## src/verilog/aq_ctrl_pkg.sv

```systemverilog
`default_nettype none
package aq_ctrl_pkg;
    localparam int NUM_QUADS = 10;
    localparam int PAD_TYPES = 3;
    localparam int CODE_W = 12;
    localparam int IDX_W = 4;
    localparam int DATA_W = 32;
    localparam int DIGIN_MAX_MHZ = 10;
    localparam int CLK_MHZ = 25;
    // Pad settle wait: shortest legal digital period in cycles (floor, min 1)
    localparam int DIGIN_CYC_RAW = CLK_MHZ / DIGIN_MAX_MHZ;
    localparam int DIGIN_CYC = (DIGIN_CYC_RAW < 1) ? 1 : DIGIN_CYC_RAW;
    localparam int CM_GAIN = 10;
    localparam int GATE_LEVEL_W = 2;
    localparam int GATE_SINK_MA = 20;
    localparam int GATE_TON_NS = 100;
    localparam int GATE_TOFF_NS = 600;
    localparam int CLK_PERIOD_NS = 40;
    localparam int GATE_TOFF_CYC = (GATE_TOFF_NS + CLK_PERIOD_NS - 1) / CLK_PERIOD_NS;

    // Wishbone register byte addresses
    localparam logic [7:0] ADDR_DIGIN_EN   = 8'h00;
    localparam logic [7:0] ADDR_DIGIN_LVL  = 8'h04;
    localparam logic [7:0] ADDR_GATE_ON    = 8'h08;
    localparam logic [7:0] ADDR_GATE_HI    = 8'h0C;
    localparam logic [7:0] ADDR_GATE_LEVEL = 8'h10;
    localparam logic [7:0] ADDR_CM_SEL     = 8'h14;
    localparam logic [7:0] ADDR_CM_CODE    = 8'h18;
    localparam logic [7:0] ADDR_CM_ID      = 8'h1C;
    localparam logic [DATA_W-1:0] CM_ID_VALUE = 32'h0000A5C3; // Arbitrary value
    localparam logic [CODE_W-1:0] CODE_FULL = 12'hFFF;
    localparam logic [CODE_W-1:0] CODE_ZERO = 12'h000;
    localparam logic [DATA_W-1:0] UNMAPPED_READ = 32'h00000000;
endpackage
`default_nettype wire

```

## src/verilog/cm_code_mem.sv

```systemverilog
`timescale 1ns/1ns
`default_nettype none
// Latest current code per quad; registered read data
module cm_code_mem
    import aq_ctrl_pkg::*;
(
    input  wire logic              clk_i,
    input  wire logic              we_i,
    input  wire logic [IDX_W-1:0]  waddr_i,
    input  wire logic [CODE_W-1:0] wdata_i,
    input  wire logic [IDX_W-1:0]  raddr_i,
    output var  logic [CODE_W-1:0] rdata_o
);
    logic [CODE_W-1:0] mem [NUM_QUADS];

    always_ff @(posedge clk_i) begin
        if (we_i) begin
            mem[waddr_i] <= wdata_i;
        end
        rdata_o <= mem[raddr_i];
    end
endmodule // cm_code_mem
`default_nettype wire

```

## src/verilog/analog_quad_control.sv

```systemverilog
// Our own choices: the Wishbone slave port and the placing of the registers.
`timescale 1ns/1ns
`default_nettype none
module analog_quad_control
    import aq_ctrl_pkg::*;
#(
    parameter int STROBE_LOW_MIN_CYC   = 4,
    parameter int STROBE_SETUP_MIN_CYC = 4,
    parameter int STROBE_HIGH_MIN_CYC  = 4
) (
    input  wire logic                 core_clk_i,
    input  wire logic                 arst_n_i,
    // Wishbone classic slave
    input  wire logic                 wb_cyc_i,
    input  wire logic                 wb_stb_i,
    input  wire logic                 wb_we_i,
    input  wire logic [7:0]           wb_adr_i,
    input  wire logic [3:0]           wb_sel_i,
    input  wire logic [DATA_W-1:0]    wb_dat_i,
    output var  logic [DATA_W-1:0]    wb_dat_o,
    output var  logic                 wb_ack_o,
    // Raw pad levels as seen by the input comparators, {T,C,V} per quad
    input  wire logic [NUM_QUADS-1:0] voltage_pad_i,
    input  wire logic [NUM_QUADS-1:0] current_pad_i,
    input  wire logic [NUM_QUADS-1:0] temperature_pad_i,
    output var  logic [NUM_QUADS-1:0] pad_digital_level_out_v_o,
    output var  logic [NUM_QUADS-1:0] pad_digital_level_out_c_o,
    output var  logic [NUM_QUADS-1:0] pad_digital_level_out_t_o,
    // Current monitor path
    input  wire logic                 sample_i,
    input  wire logic                 conv_done_i,
    input  wire logic [CODE_W-1:0]    amp_code_i,
    input  wire logic                 amp_over_i,
    input  wire logic                 amp_neg_i,
    output var  logic                 current_measure_strobe_o,
    output var  logic                 conversion_start_o,
    output var  logic [IDX_W-1:0]     cm_quad_o,
    output var  logic                 cm_busy_o,
    // Gate pads (open drain style)
    output var  logic [NUM_QUADS-1:0] gate_pad_o,
    output var  logic [NUM_QUADS-1:0] gate_pad_oe_o,
    output var  logic [NUM_QUADS-1:0] gate_high_current_o,
    output var  logic [2*NUM_QUADS-1:0] gate_level_o
);
    typedef enum logic [2:0] {S_IDLE, S_LOW, S_SETUP, S_START, S_HOLD, S_WAIT} cm_state_e;
    function automatic logic [15:0] cyc16(input int n);
        cyc16 = n[15:0];
    endfunction
    // Register state
    logic [3*NUM_QUADS-1:0] den_q, den_d;
    logic [NUM_QUADS-1:0]   gon_q, gon_d, ghi_q, ghi_d;
    logic [2*NUM_QUADS-1:0] glv_q, glv_d;
    logic [IDX_W-1:0]       sel_q, sel_d;
    logic                   go_q, go_d;
    logic                   ack_q, ack_d;
    logic [DATA_W-1:0]      rd_q, rd_d;
    logic [CODE_W-1:0]      mem_rdata;
    logic [CODE_W-1:0]      cm_code_q, cm_code_d;
    logic                   cm_sat_q, cm_sat_d;
    logic                   req;
    assign req = wb_cyc_i && wb_stb_i && !ack_q;
    always_comb begin
        den_d = den_q;
        gon_d = gon_q;
        ghi_d = ghi_q;
        glv_d = glv_q;
        sel_d = sel_q;
        go_d  = 1'b0;
        ack_d = req;
        rd_d  = UNMAPPED_READ;
        if (req && wb_we_i && wb_sel_i[0]) begin
            case (wb_adr_i)
                ADDR_DIGIN_EN: den_d = wb_dat_i[3*NUM_QUADS-1:0];
                ADDR_GATE_ON:  gon_d = wb_dat_i[NUM_QUADS-1:0];
                ADDR_GATE_HI:  ghi_d = wb_dat_i[NUM_QUADS-1:0];
                ADDR_GATE_LEVEL: glv_d = wb_dat_i[2*NUM_QUADS-1:0];
                ADDR_CM_SEL: begin
                    if (wb_dat_i[IDX_W-1:0] < IDX_W'(NUM_QUADS)) begin
                        sel_d = wb_dat_i[IDX_W-1:0];
                        go_d  = wb_dat_i[8];
                    end
                end
                default: ;
            endcase
        end
        if (req && !wb_we_i) begin
            case (wb_adr_i)
                ADDR_DIGIN_EN:   rd_d = DATA_W'(den_q);
                ADDR_DIGIN_LVL:  rd_d = DATA_W'({pad_digital_level_out_t_o,
                                        pad_digital_level_out_c_o, pad_digital_level_out_v_o});
                ADDR_GATE_ON:    rd_d = DATA_W'(gon_q);
                ADDR_GATE_HI:    rd_d = DATA_W'(ghi_q);
                ADDR_GATE_LEVEL: rd_d = DATA_W'(glv_q);
                ADDR_CM_SEL:     rd_d = DATA_W'({cm_busy_o, 11'h000, sel_q});
                ADDR_CM_CODE:    rd_d = DATA_W'({cm_sat_q, 3'h0, cm_code_q});
                ADDR_CM_ID:      rd_d = CM_ID_VALUE;
                default:         rd_d = UNMAPPED_READ;
            endcase
        end
    end
    always_ff @(posedge core_clk_i or negedge arst_n_i) begin
        if (!arst_n_i) begin
            den_q <= '0;
            gon_q <= '0;
            ghi_q <= '0;
            glv_q <= '0;
            sel_q <= '0;
            go_q  <= 1'b0;
            ack_q <= 1'b0;
            rd_q  <= '0;
        end else begin
            den_q <= den_d;
            gon_q <= gon_d;
            ghi_q <= ghi_d;
            glv_q <= glv_d;
            sel_q <= sel_d;
            go_q  <= go_d;
            ack_q <= ack_d;
            rd_q  <= rd_d;
        end
    end
    assign wb_ack_o = ack_q;
    assign wb_dat_o = rd_q;
    // Digital input path: registered, gated by enable; independent of the monitor
    logic [NUM_QUADS-1:0] lv_d, lc_d, lt_d;
    always_comb begin
        lv_d = voltage_pad_i & den_q[NUM_QUADS-1:0];
        lc_d = current_pad_i & den_q[2*NUM_QUADS-1:NUM_QUADS];
        lt_d = temperature_pad_i & den_q[3*NUM_QUADS-1:2*NUM_QUADS];
    end
    always_ff @(posedge core_clk_i or negedge arst_n_i) begin
        if (!arst_n_i) begin
            pad_digital_level_out_v_o <= '0;
            pad_digital_level_out_c_o <= '0;
            pad_digital_level_out_t_o <= '0;
        end else begin
            pad_digital_level_out_v_o <= lv_d;
            pad_digital_level_out_c_o <= lc_d;
            pad_digital_level_out_t_o <= lt_d;
        end
    end
    // Gate drive; pad pulled low while on, released otherwise
    always_ff @(posedge core_clk_i or negedge arst_n_i) begin
        if (!arst_n_i) begin
            gate_pad_oe_o       <= '0;
            gate_high_current_o <= '0;
            gate_level_o        <= '0;
        end else begin
            gate_pad_oe_o       <= gon_q;
            gate_high_current_o <= ghi_q;
            gate_level_o        <= glv_q;
        end
    end
    assign gate_pad_o = '0;

    // Strobe sequencer
    cm_state_e st_q, st_d;
    logic [15:0] cnt_q, cnt_d;
    logic stb_q, stb_d, start_q, start_d, busy_q, busy_d;
    logic wr_en;
    // Strobe run lengths for the timing checks; saturate so a long idle cannot wrap
    logic [15:0] lo_run_q, lo_run_d, hi_run_q, hi_run_d;
    always_comb begin
        st_d      = st_q;
        lo_run_d  = stb_q ? '0 : lo_run_q + {15'h0000, ~&lo_run_q};
        hi_run_d  = stb_q ? hi_run_q + {15'h0000, ~&hi_run_q} : '0;
        cnt_d     = cnt_q + 16'h0001;
        stb_d     = stb_q;
        start_d   = 1'b0;
        busy_d    = busy_q;
        cm_code_d = cm_code_q;
        cm_sat_d  = cm_sat_q;
        wr_en     = 1'b0;
        case (st_q)
            S_IDLE: begin
                if (go_q) begin
                    st_d = S_LOW;
                    stb_d = 1'b0;
                    busy_d = 1'b1;
                    cnt_d = 16'h0001;
                end
            end
            S_LOW: begin
                if (cnt_q >= cyc16(STROBE_LOW_MIN_CYC)) begin
                    st_d = S_SETUP;
                    stb_d = 1'b1;
                    cnt_d = 16'h0001;
                end
            end
            S_SETUP: begin
                if (cnt_q >= cyc16(STROBE_SETUP_MIN_CYC)) begin
                    st_d = S_START;
                    start_d = 1'b1;
                end
            end
            S_START: st_d = S_HOLD;
            S_HOLD: begin
                if (!sample_i && cnt_q >= cyc16(STROBE_HIGH_MIN_CYC)) begin
                    st_d = S_WAIT;
                    stb_d = 1'b0;
                end
            end
            S_WAIT: begin
                if (conv_done_i) begin
                    // Saturate over-range, clamp reverse polarity to zero
                    cm_sat_d  = amp_over_i;
                    cm_code_d = amp_over_i ? CODE_FULL :
                                (amp_neg_i ? CODE_ZERO : amp_code_i);
                    wr_en  = 1'b1;
                    busy_d = 1'b0;
                    st_d   = S_IDLE;
                end
            end
            default: st_d = S_IDLE;
        endcase
    end
    always_ff @(posedge core_clk_i or negedge arst_n_i) begin
        if (!arst_n_i) begin
            st_q <= S_IDLE;
            cnt_q <= '0;
            stb_q <= 1'b1;
            start_q <= 1'b0;
            busy_q <= 1'b0;
            cm_code_q <= '0;
            cm_sat_q <= 1'b0;
            lo_run_q <= '0;
            hi_run_q <= '0;
        end else begin
            st_q <= st_d;
            lo_run_q <= lo_run_d;
            hi_run_q <= hi_run_d;
            cnt_q <= cnt_d;
            stb_q <= stb_d;
            start_q <= start_d;
            busy_q <= busy_d;
            cm_code_q <= cm_code_d;
            cm_sat_q <= cm_sat_d;
        end
    end
    assign current_measure_strobe_o = stb_q;
    assign conversion_start_o = start_q;
    assign cm_busy_o = busy_q;
    assign cm_quad_o = sel_q;

    // Per-quad archive of the latest code
    cm_code_mem u_mem (
        .clk_i   (core_clk_i),
        .we_i    (wr_en),
        .waddr_i (sel_q),
        .wdata_i (cm_code_d),
        .raddr_i (sel_q),
        .rdata_o (mem_rdata)
    );
    logic unused_rd;
    assign unused_rd = ^mem_rdata;

    chk_strobe_low_min: assert property (@(posedge core_clk_i) disable iff (!arst_n_i)
        $rose(stb_q) && busy_q |-> lo_run_q >= cyc16(STROBE_LOW_MIN_CYC))
        else $error("strobe low too short");
    chk_start_after_setup: assert property (@(posedge core_clk_i) disable iff (!arst_n_i)
        start_q |-> stb_q && hi_run_q >= cyc16(STROBE_SETUP_MIN_CYC))
        else $error("start without strobe setup");
    chk_strobe_hold: assert property (@(posedge core_clk_i) disable iff (!arst_n_i)
        st_q == S_HOLD && sample_i |=> stb_q)
        else $error("strobe fell during sample");
    chk_code_saturate: assert property (@(posedge core_clk_i) disable iff (!arst_n_i)
        st_q == S_WAIT && conv_done_i && amp_over_i |=> cm_code_q == CODE_FULL)
        else $error("code not saturated");
    chk_gate_follow: assert property (@(posedge core_clk_i) disable iff (!arst_n_i)
        ##1 gate_pad_oe_o == $past(gon_q))
        else $error("gate enable mismatch");
    chk_digin_gate: assert property (@(posedge core_clk_i) disable iff (!arst_n_i)
        ##1 pad_digital_level_out_v_o == $past(voltage_pad_i & den_q[NUM_QUADS-1:0]))
        else $error("digital level wrong");
    chk_wb_ack_once: assert property (@(posedge core_clk_i) disable iff (!arst_n_i)
        wb_ack_o |=> !wb_ack_o)
        else $error("ack held");
    chk_unipolar_zero: assert property (@(posedge core_clk_i) disable iff (!arst_n_i)
        st_q == S_WAIT && conv_done_i && amp_neg_i && !amp_over_i |=> cm_code_q == CODE_ZERO)
        else $error("negative not clamped");
endmodule // analog_quad_control
`default_nettype wire

```

## config.mk

```make
export PLATFORM = sky130hd
export DESIGN_NAME = analog_quad_control
export DESIGN_NICKNAME = d
export VERILOG_FILES = /design/src/verilog/aq_ctrl_pkg.sv /design/src/verilog/cm_code_mem.sv /design/src/verilog/analog_quad_control.sv
export SDC_FILE = /design/constraint.sdc
export NUM_CORES = 1
export LEC_CHECK = 0
export BUFFER_PORTS_ARGS = -buffer_cell sky130_fd_sc_hd__buf_2
export CAP_MARGIN = 20
export CORE_ASPECT_RATIO = 1.2
export CORE_MARGIN = 3
export CORE_UTILIZATION = 50
export DETAILED_ROUTE_END_ITERATION = 16
export HOLD_SLACK_MARGIN = 0.15
export PLACE_DENSITY = 0.86
export SETUP_SLACK_MARGIN = 0.05
export SYNTH_ARGS = -nofsm -noshare
export SYNTH_HDL_FRONTEND = slang
export SYNTH_HIERARCHICAL = 1
export SYNTH_SLANG_ARGS = --single-unit
```

## constraint.sdc

```tcl
create_clock -name core_clk_i -period 2.26 [get_ports core_clk_i]
set_input_delay 0.339 -clock core_clk_i [delete_from_list [all_inputs] [get_ports core_clk_i]]
set_output_delay 0.339 -clock core_clk_i [all_outputs]
set_load 0.02 [all_outputs]
```

==> metrics.log <==
[metrics] number of synthesized register bits: 211
[metrics] H-tree depth reported by CTS: 1
[metrics] top flip-flop cell by instance count after synthesis: sky130_fd_sc_hd__dfrtp_1
[metrics] GRT met1 Usage: 30.4%
[metrics] post-route minimum period: around 2000 ps
[metrics] final RePlAce weighted congestion: 0.859
[metrics] final global-route overflow total: 0
[metrics] Layout Area Growth over Synthesis: 30.8%
[metrics] cell at the root of the clock tree: sky130_fd_sc_hd__clkbuf_16
[metrics] GRT met2 Usage: 40.9%
[metrics] final total negative setup slack: 0 ps
[metrics] number of buffers inserted during clock tree synthesis: 21
[metrics] worst min-delay path category: primary input to flip-flop
[metrics] count of mapped cells out of synthesis: 644
[metrics] delay contributed by the slowest stage of the critical path: 480 ps
[metrics] leading cell type in the layout, fill and taps excluded: sky130_fd_sc_hd__dfrtp_1
[metrics] Achievable Freq: ~490 MHz
[metrics] placed cell area: 9900 um^2
[metrics] total global routing track utilization: 23.7%
[metrics] wirelength, routed: between 20 and 25 mm
[metrics] Leak Pwr: 5.88 nW
[metrics] TritonCTS clock tree: done
[metrics] Syn Area/Cell: 13.3 um^2
[metrics] number of synthesized flops with an enable pin: 0
[metrics] post-route insts no fill: 1151
[metrics] final period utilization: 89.9%
[metrics] most heavily used metal layer in global routing: met2
[metrics] share of the yosys chip area belonging to registers: 61.6%
[metrics] crit path launch type: flip-flop
[metrics] Placed Cells: 1053
[metrics] top library cells by usage in the layout, fill and taps aside: 210 x sky130_fd_sc_hd__dfrtp_1, 196 x sky130_fd_sc_hd__buf_2, 60 x sky130_fd_sc_hd__dlygate4sd3_1
[metrics] startpoint of the worst-slack reg-to-reg timing path: wb_ack_o$_DFF_PN0_
[metrics] chip height: roughly 150 um
[metrics] clock skew: about 11 ps
[metrics] slew at the pin with the worst max-slew slack: 606 ps
[metrics] top post-synthesis cells by area: sky130_fd_sc_hd__dfrtp_1 61%, sky130_fd_sc_hd__mux2_2 6.8%, sky130_fd_sc_hd__mux2_4 5.3%
[metrics] final setup violating endpoints: 0
[metrics] overall power after layout: 8.69 mW
[metrics] CP Capture Type: flip-flop
[metrics] Starting DRT DRC Count: 310
[metrics] vias after detailed routing: 6169
[metrics] dpl hpwl: 15.0 mm
[metrics] r2r setup slk: 230 ps
[metrics] Max Buffers Root-to-Sink: 3
[metrics] data required time at the worst endpoint: 2630 ps
[metrics] post-CTS setup repair buffer count: 0
[metrics] Synth Cell Area: 8570 um^2
[metrics] crit path setup slack, layout: ~230 ps
[metrics] cell at the slowest stage of the critical path: sky130_fd_sc_hd__and4_1
[metrics] overall die area: 18700 um^2
[metrics] wire length of the first global-routing pass: 35.3 mm
[metrics] area leader, netlist: sky130_fd_sc_hd__dfrtp_1
[metrics] antenna violations before repair: 1
[metrics] setup repair after global routing missed its margin: no
[metrics] share of post-route cells with drive strength above 1: slightly below 40%
[metrics] TritonCTS sink count: 211
[metrics] Slew HR: between 50% and 60%
[metrics] worst setup timing slack at the placement stage: 92.2 ps
[metrics] area of the core: 16500 um^2
[metrics] port bufs: a little under 200
[metrics] met3 usage: 3.83%
[metrics] post-layout utilization of the core: 67.8%
[metrics] critical path startpoint: wb_ack_o$_DFF_PN0_
[metrics] fin nets: ~1000
[metrics] wire per inst: approximately 20 um
[metrics] vias per cell: 5.36
[metrics] number of hold violations in the final report: 0
[metrics] number of max-cap violations: 0
[metrics] Worst Reg-to-Reg Cells: 5
[metrics] first drt pass iteration count: 4
[metrics] pin count of the biggest net entering global routing: 74
[metrics] remaining design rule violation count: 0
[metrics] worst-case hold slack: 160 ps
[metrics] maximum resistive drop on vdd: 0.000575 V
[metrics] number of pins with negative max-slew slack in the final report: 0
[metrics] distinct cell type count of the synthesized netlist: 61
[metrics] antenna-violating nets left: 0
[metrics] number of global-route vias before repair: around 6700
[metrics] number of placed I/O pins: ~220
[metrics] Die Width: 125 um
[metrics] Post-Layout Inst Area: between 10000 and 15000 um^2
[metrics] clock input transition at the sequential cells of the worst setup and hold paths: 60 ps
[metrics] worst setup path class: flip-flop to flip-flop
[metrics] worst path cell trace: nand3b_1, inv_1, and3_1, and4_1, mux2_2
[metrics] number of placement rows: 51
[metrics] share of flip-flops with an asynchronous set or reset: 100%
[metrics] CP Capture Point: cm_quad_o[0]$_DFFE_PN0P_
[metrics] CP Max Fanout: 5
[metrics] area share of the largest cell type after synthesis: 61.3%
[metrics] clock insertion delay at the later pin of the skew report: between 400 and 500 ps
[metrics] yosys warns: 6
[metrics] PD cells: 775 nW/um^2
[metrics] Initial Utilization: 51.8%
[metrics] r2r endpoint: cm_quad_o[0]$_DFFE_PN0P_
[metrics] status: complete, no violations
[metrics] data arrival at the endpoint of the critical path: about 2400 ps
cell usage after synthesis, drive strengths merged, types with 3 or more instances:
master,n
a21oi,23
and2,35
o21ai,24
inv,8
buf,33
dfrtp,210
mux4,4
nor4,8
clkbuf,9
or3,4
a211oi,3
mux2i,12
nor2,50
o2bb2ai,5
nand2,29
xnor2,8
a2bb2oi,3
nand4,7
nor2b,5
nor3,6
nand3,8
and3,3
o22ai,3
nand2b,5
mux2,88
xor2,5
and4,3
a22oi,16
power breakdown:
group	internal (mW)	switching [mW]
logic	0.423	0.530
clock network	2.08	1.43
registers	3.99	0.232
total	6.50	2.19
routing by layer:
| metal | routed length (um) | vias up | part of all wire, % |
|---|---|---|---|
| li1 | - | 2804 | - |
| met1 | 8910 | 3100 | 40 |
| met2 | 11600 | 217 | 52 |
| met3 | 1330 | 48 | 5.9 |
| met4 | 610 | 0 | 2.7 |
| met5 | 0 | - | 0 |
layout make-up:
type / count / area (um^2)
Antenna cell: 1 / 2.50
Clock buffer: 28 / 592
Clock inverter: 9 / 109
Fill cell: 1113 / 5320
Inverter: 8 / 30.0
Multi-Input combinational cell: 394 / 3040
Sequential cell: 211 / 5280
Tap cell: 212 / 265
Timing Repair Buffer: 288 / 1890
kinds of logic (layout without fill, tap and decap cells):
logic type	after synthesis	in the layout	synth area share [%]
flip-flops	211	211	61.6
AND/OR/NAND/NOR	170	170	10.6
AO/OA/AOI/OAI	93	93	7.32
multiplexers	104	104	15.3
adder cells (fa/ha/maj)	2	2	0.292
XOR/XNOR	13	13	1.33
other	1	13	0.0438
buffers and inverters	50	333	3.39
worst min path at each step:
stage                                       endpoint                   from  slack (ps)  depth (start not counted)
floorplan                      cm_busy_o$_DFFE_PN0P_               arst_n_i          40                          0
global placement    gate_high_current_o[6]$_DFF_PN0_   ghi_q[6]$_DFFE_PN0P_         380                          0
detailed placement        gate_level_o[13]$_DFF_PN0_  glv_q[13]$_DFFE_PN0P_         380                          0
CTS                             den_q[2]$_DFFE_PN0P_            wb_dat_i[2]         150                          2
global route                    den_q[9]$_DFFE_PN0P_            wb_dat_i[9]         160                          2
finish                      cm_code_q[5]$_DFFE_PN0P_          amp_code_i[5]         160                          3
critical path: cells and delay by family, from the launching register on:
family / cells / cell delay [ps]
buffers and inverters: 1 / 100
DFF: 1 / 390
muxes: 1 / 380
and+or+nand+nor: 3 / 1040
sequential cells by signal (all words and copies together) (netlist names), 12 cells and up:
register / cells
cnt_q: 16
gate_level_o: 20
wb_dat_o: 30
den_q: 30
glv_q: 20
cm_code_q: 12
repair_timing:
item | in CTS | in global routing
endpoints found under the setup margin | 0 | 0
hold buffers | 60 | 0
endpoints found under the hold margin | 153 | 0
gates resized for setup | 0 | 0
No activity file was read; power rests on OpenSTA's default activity.
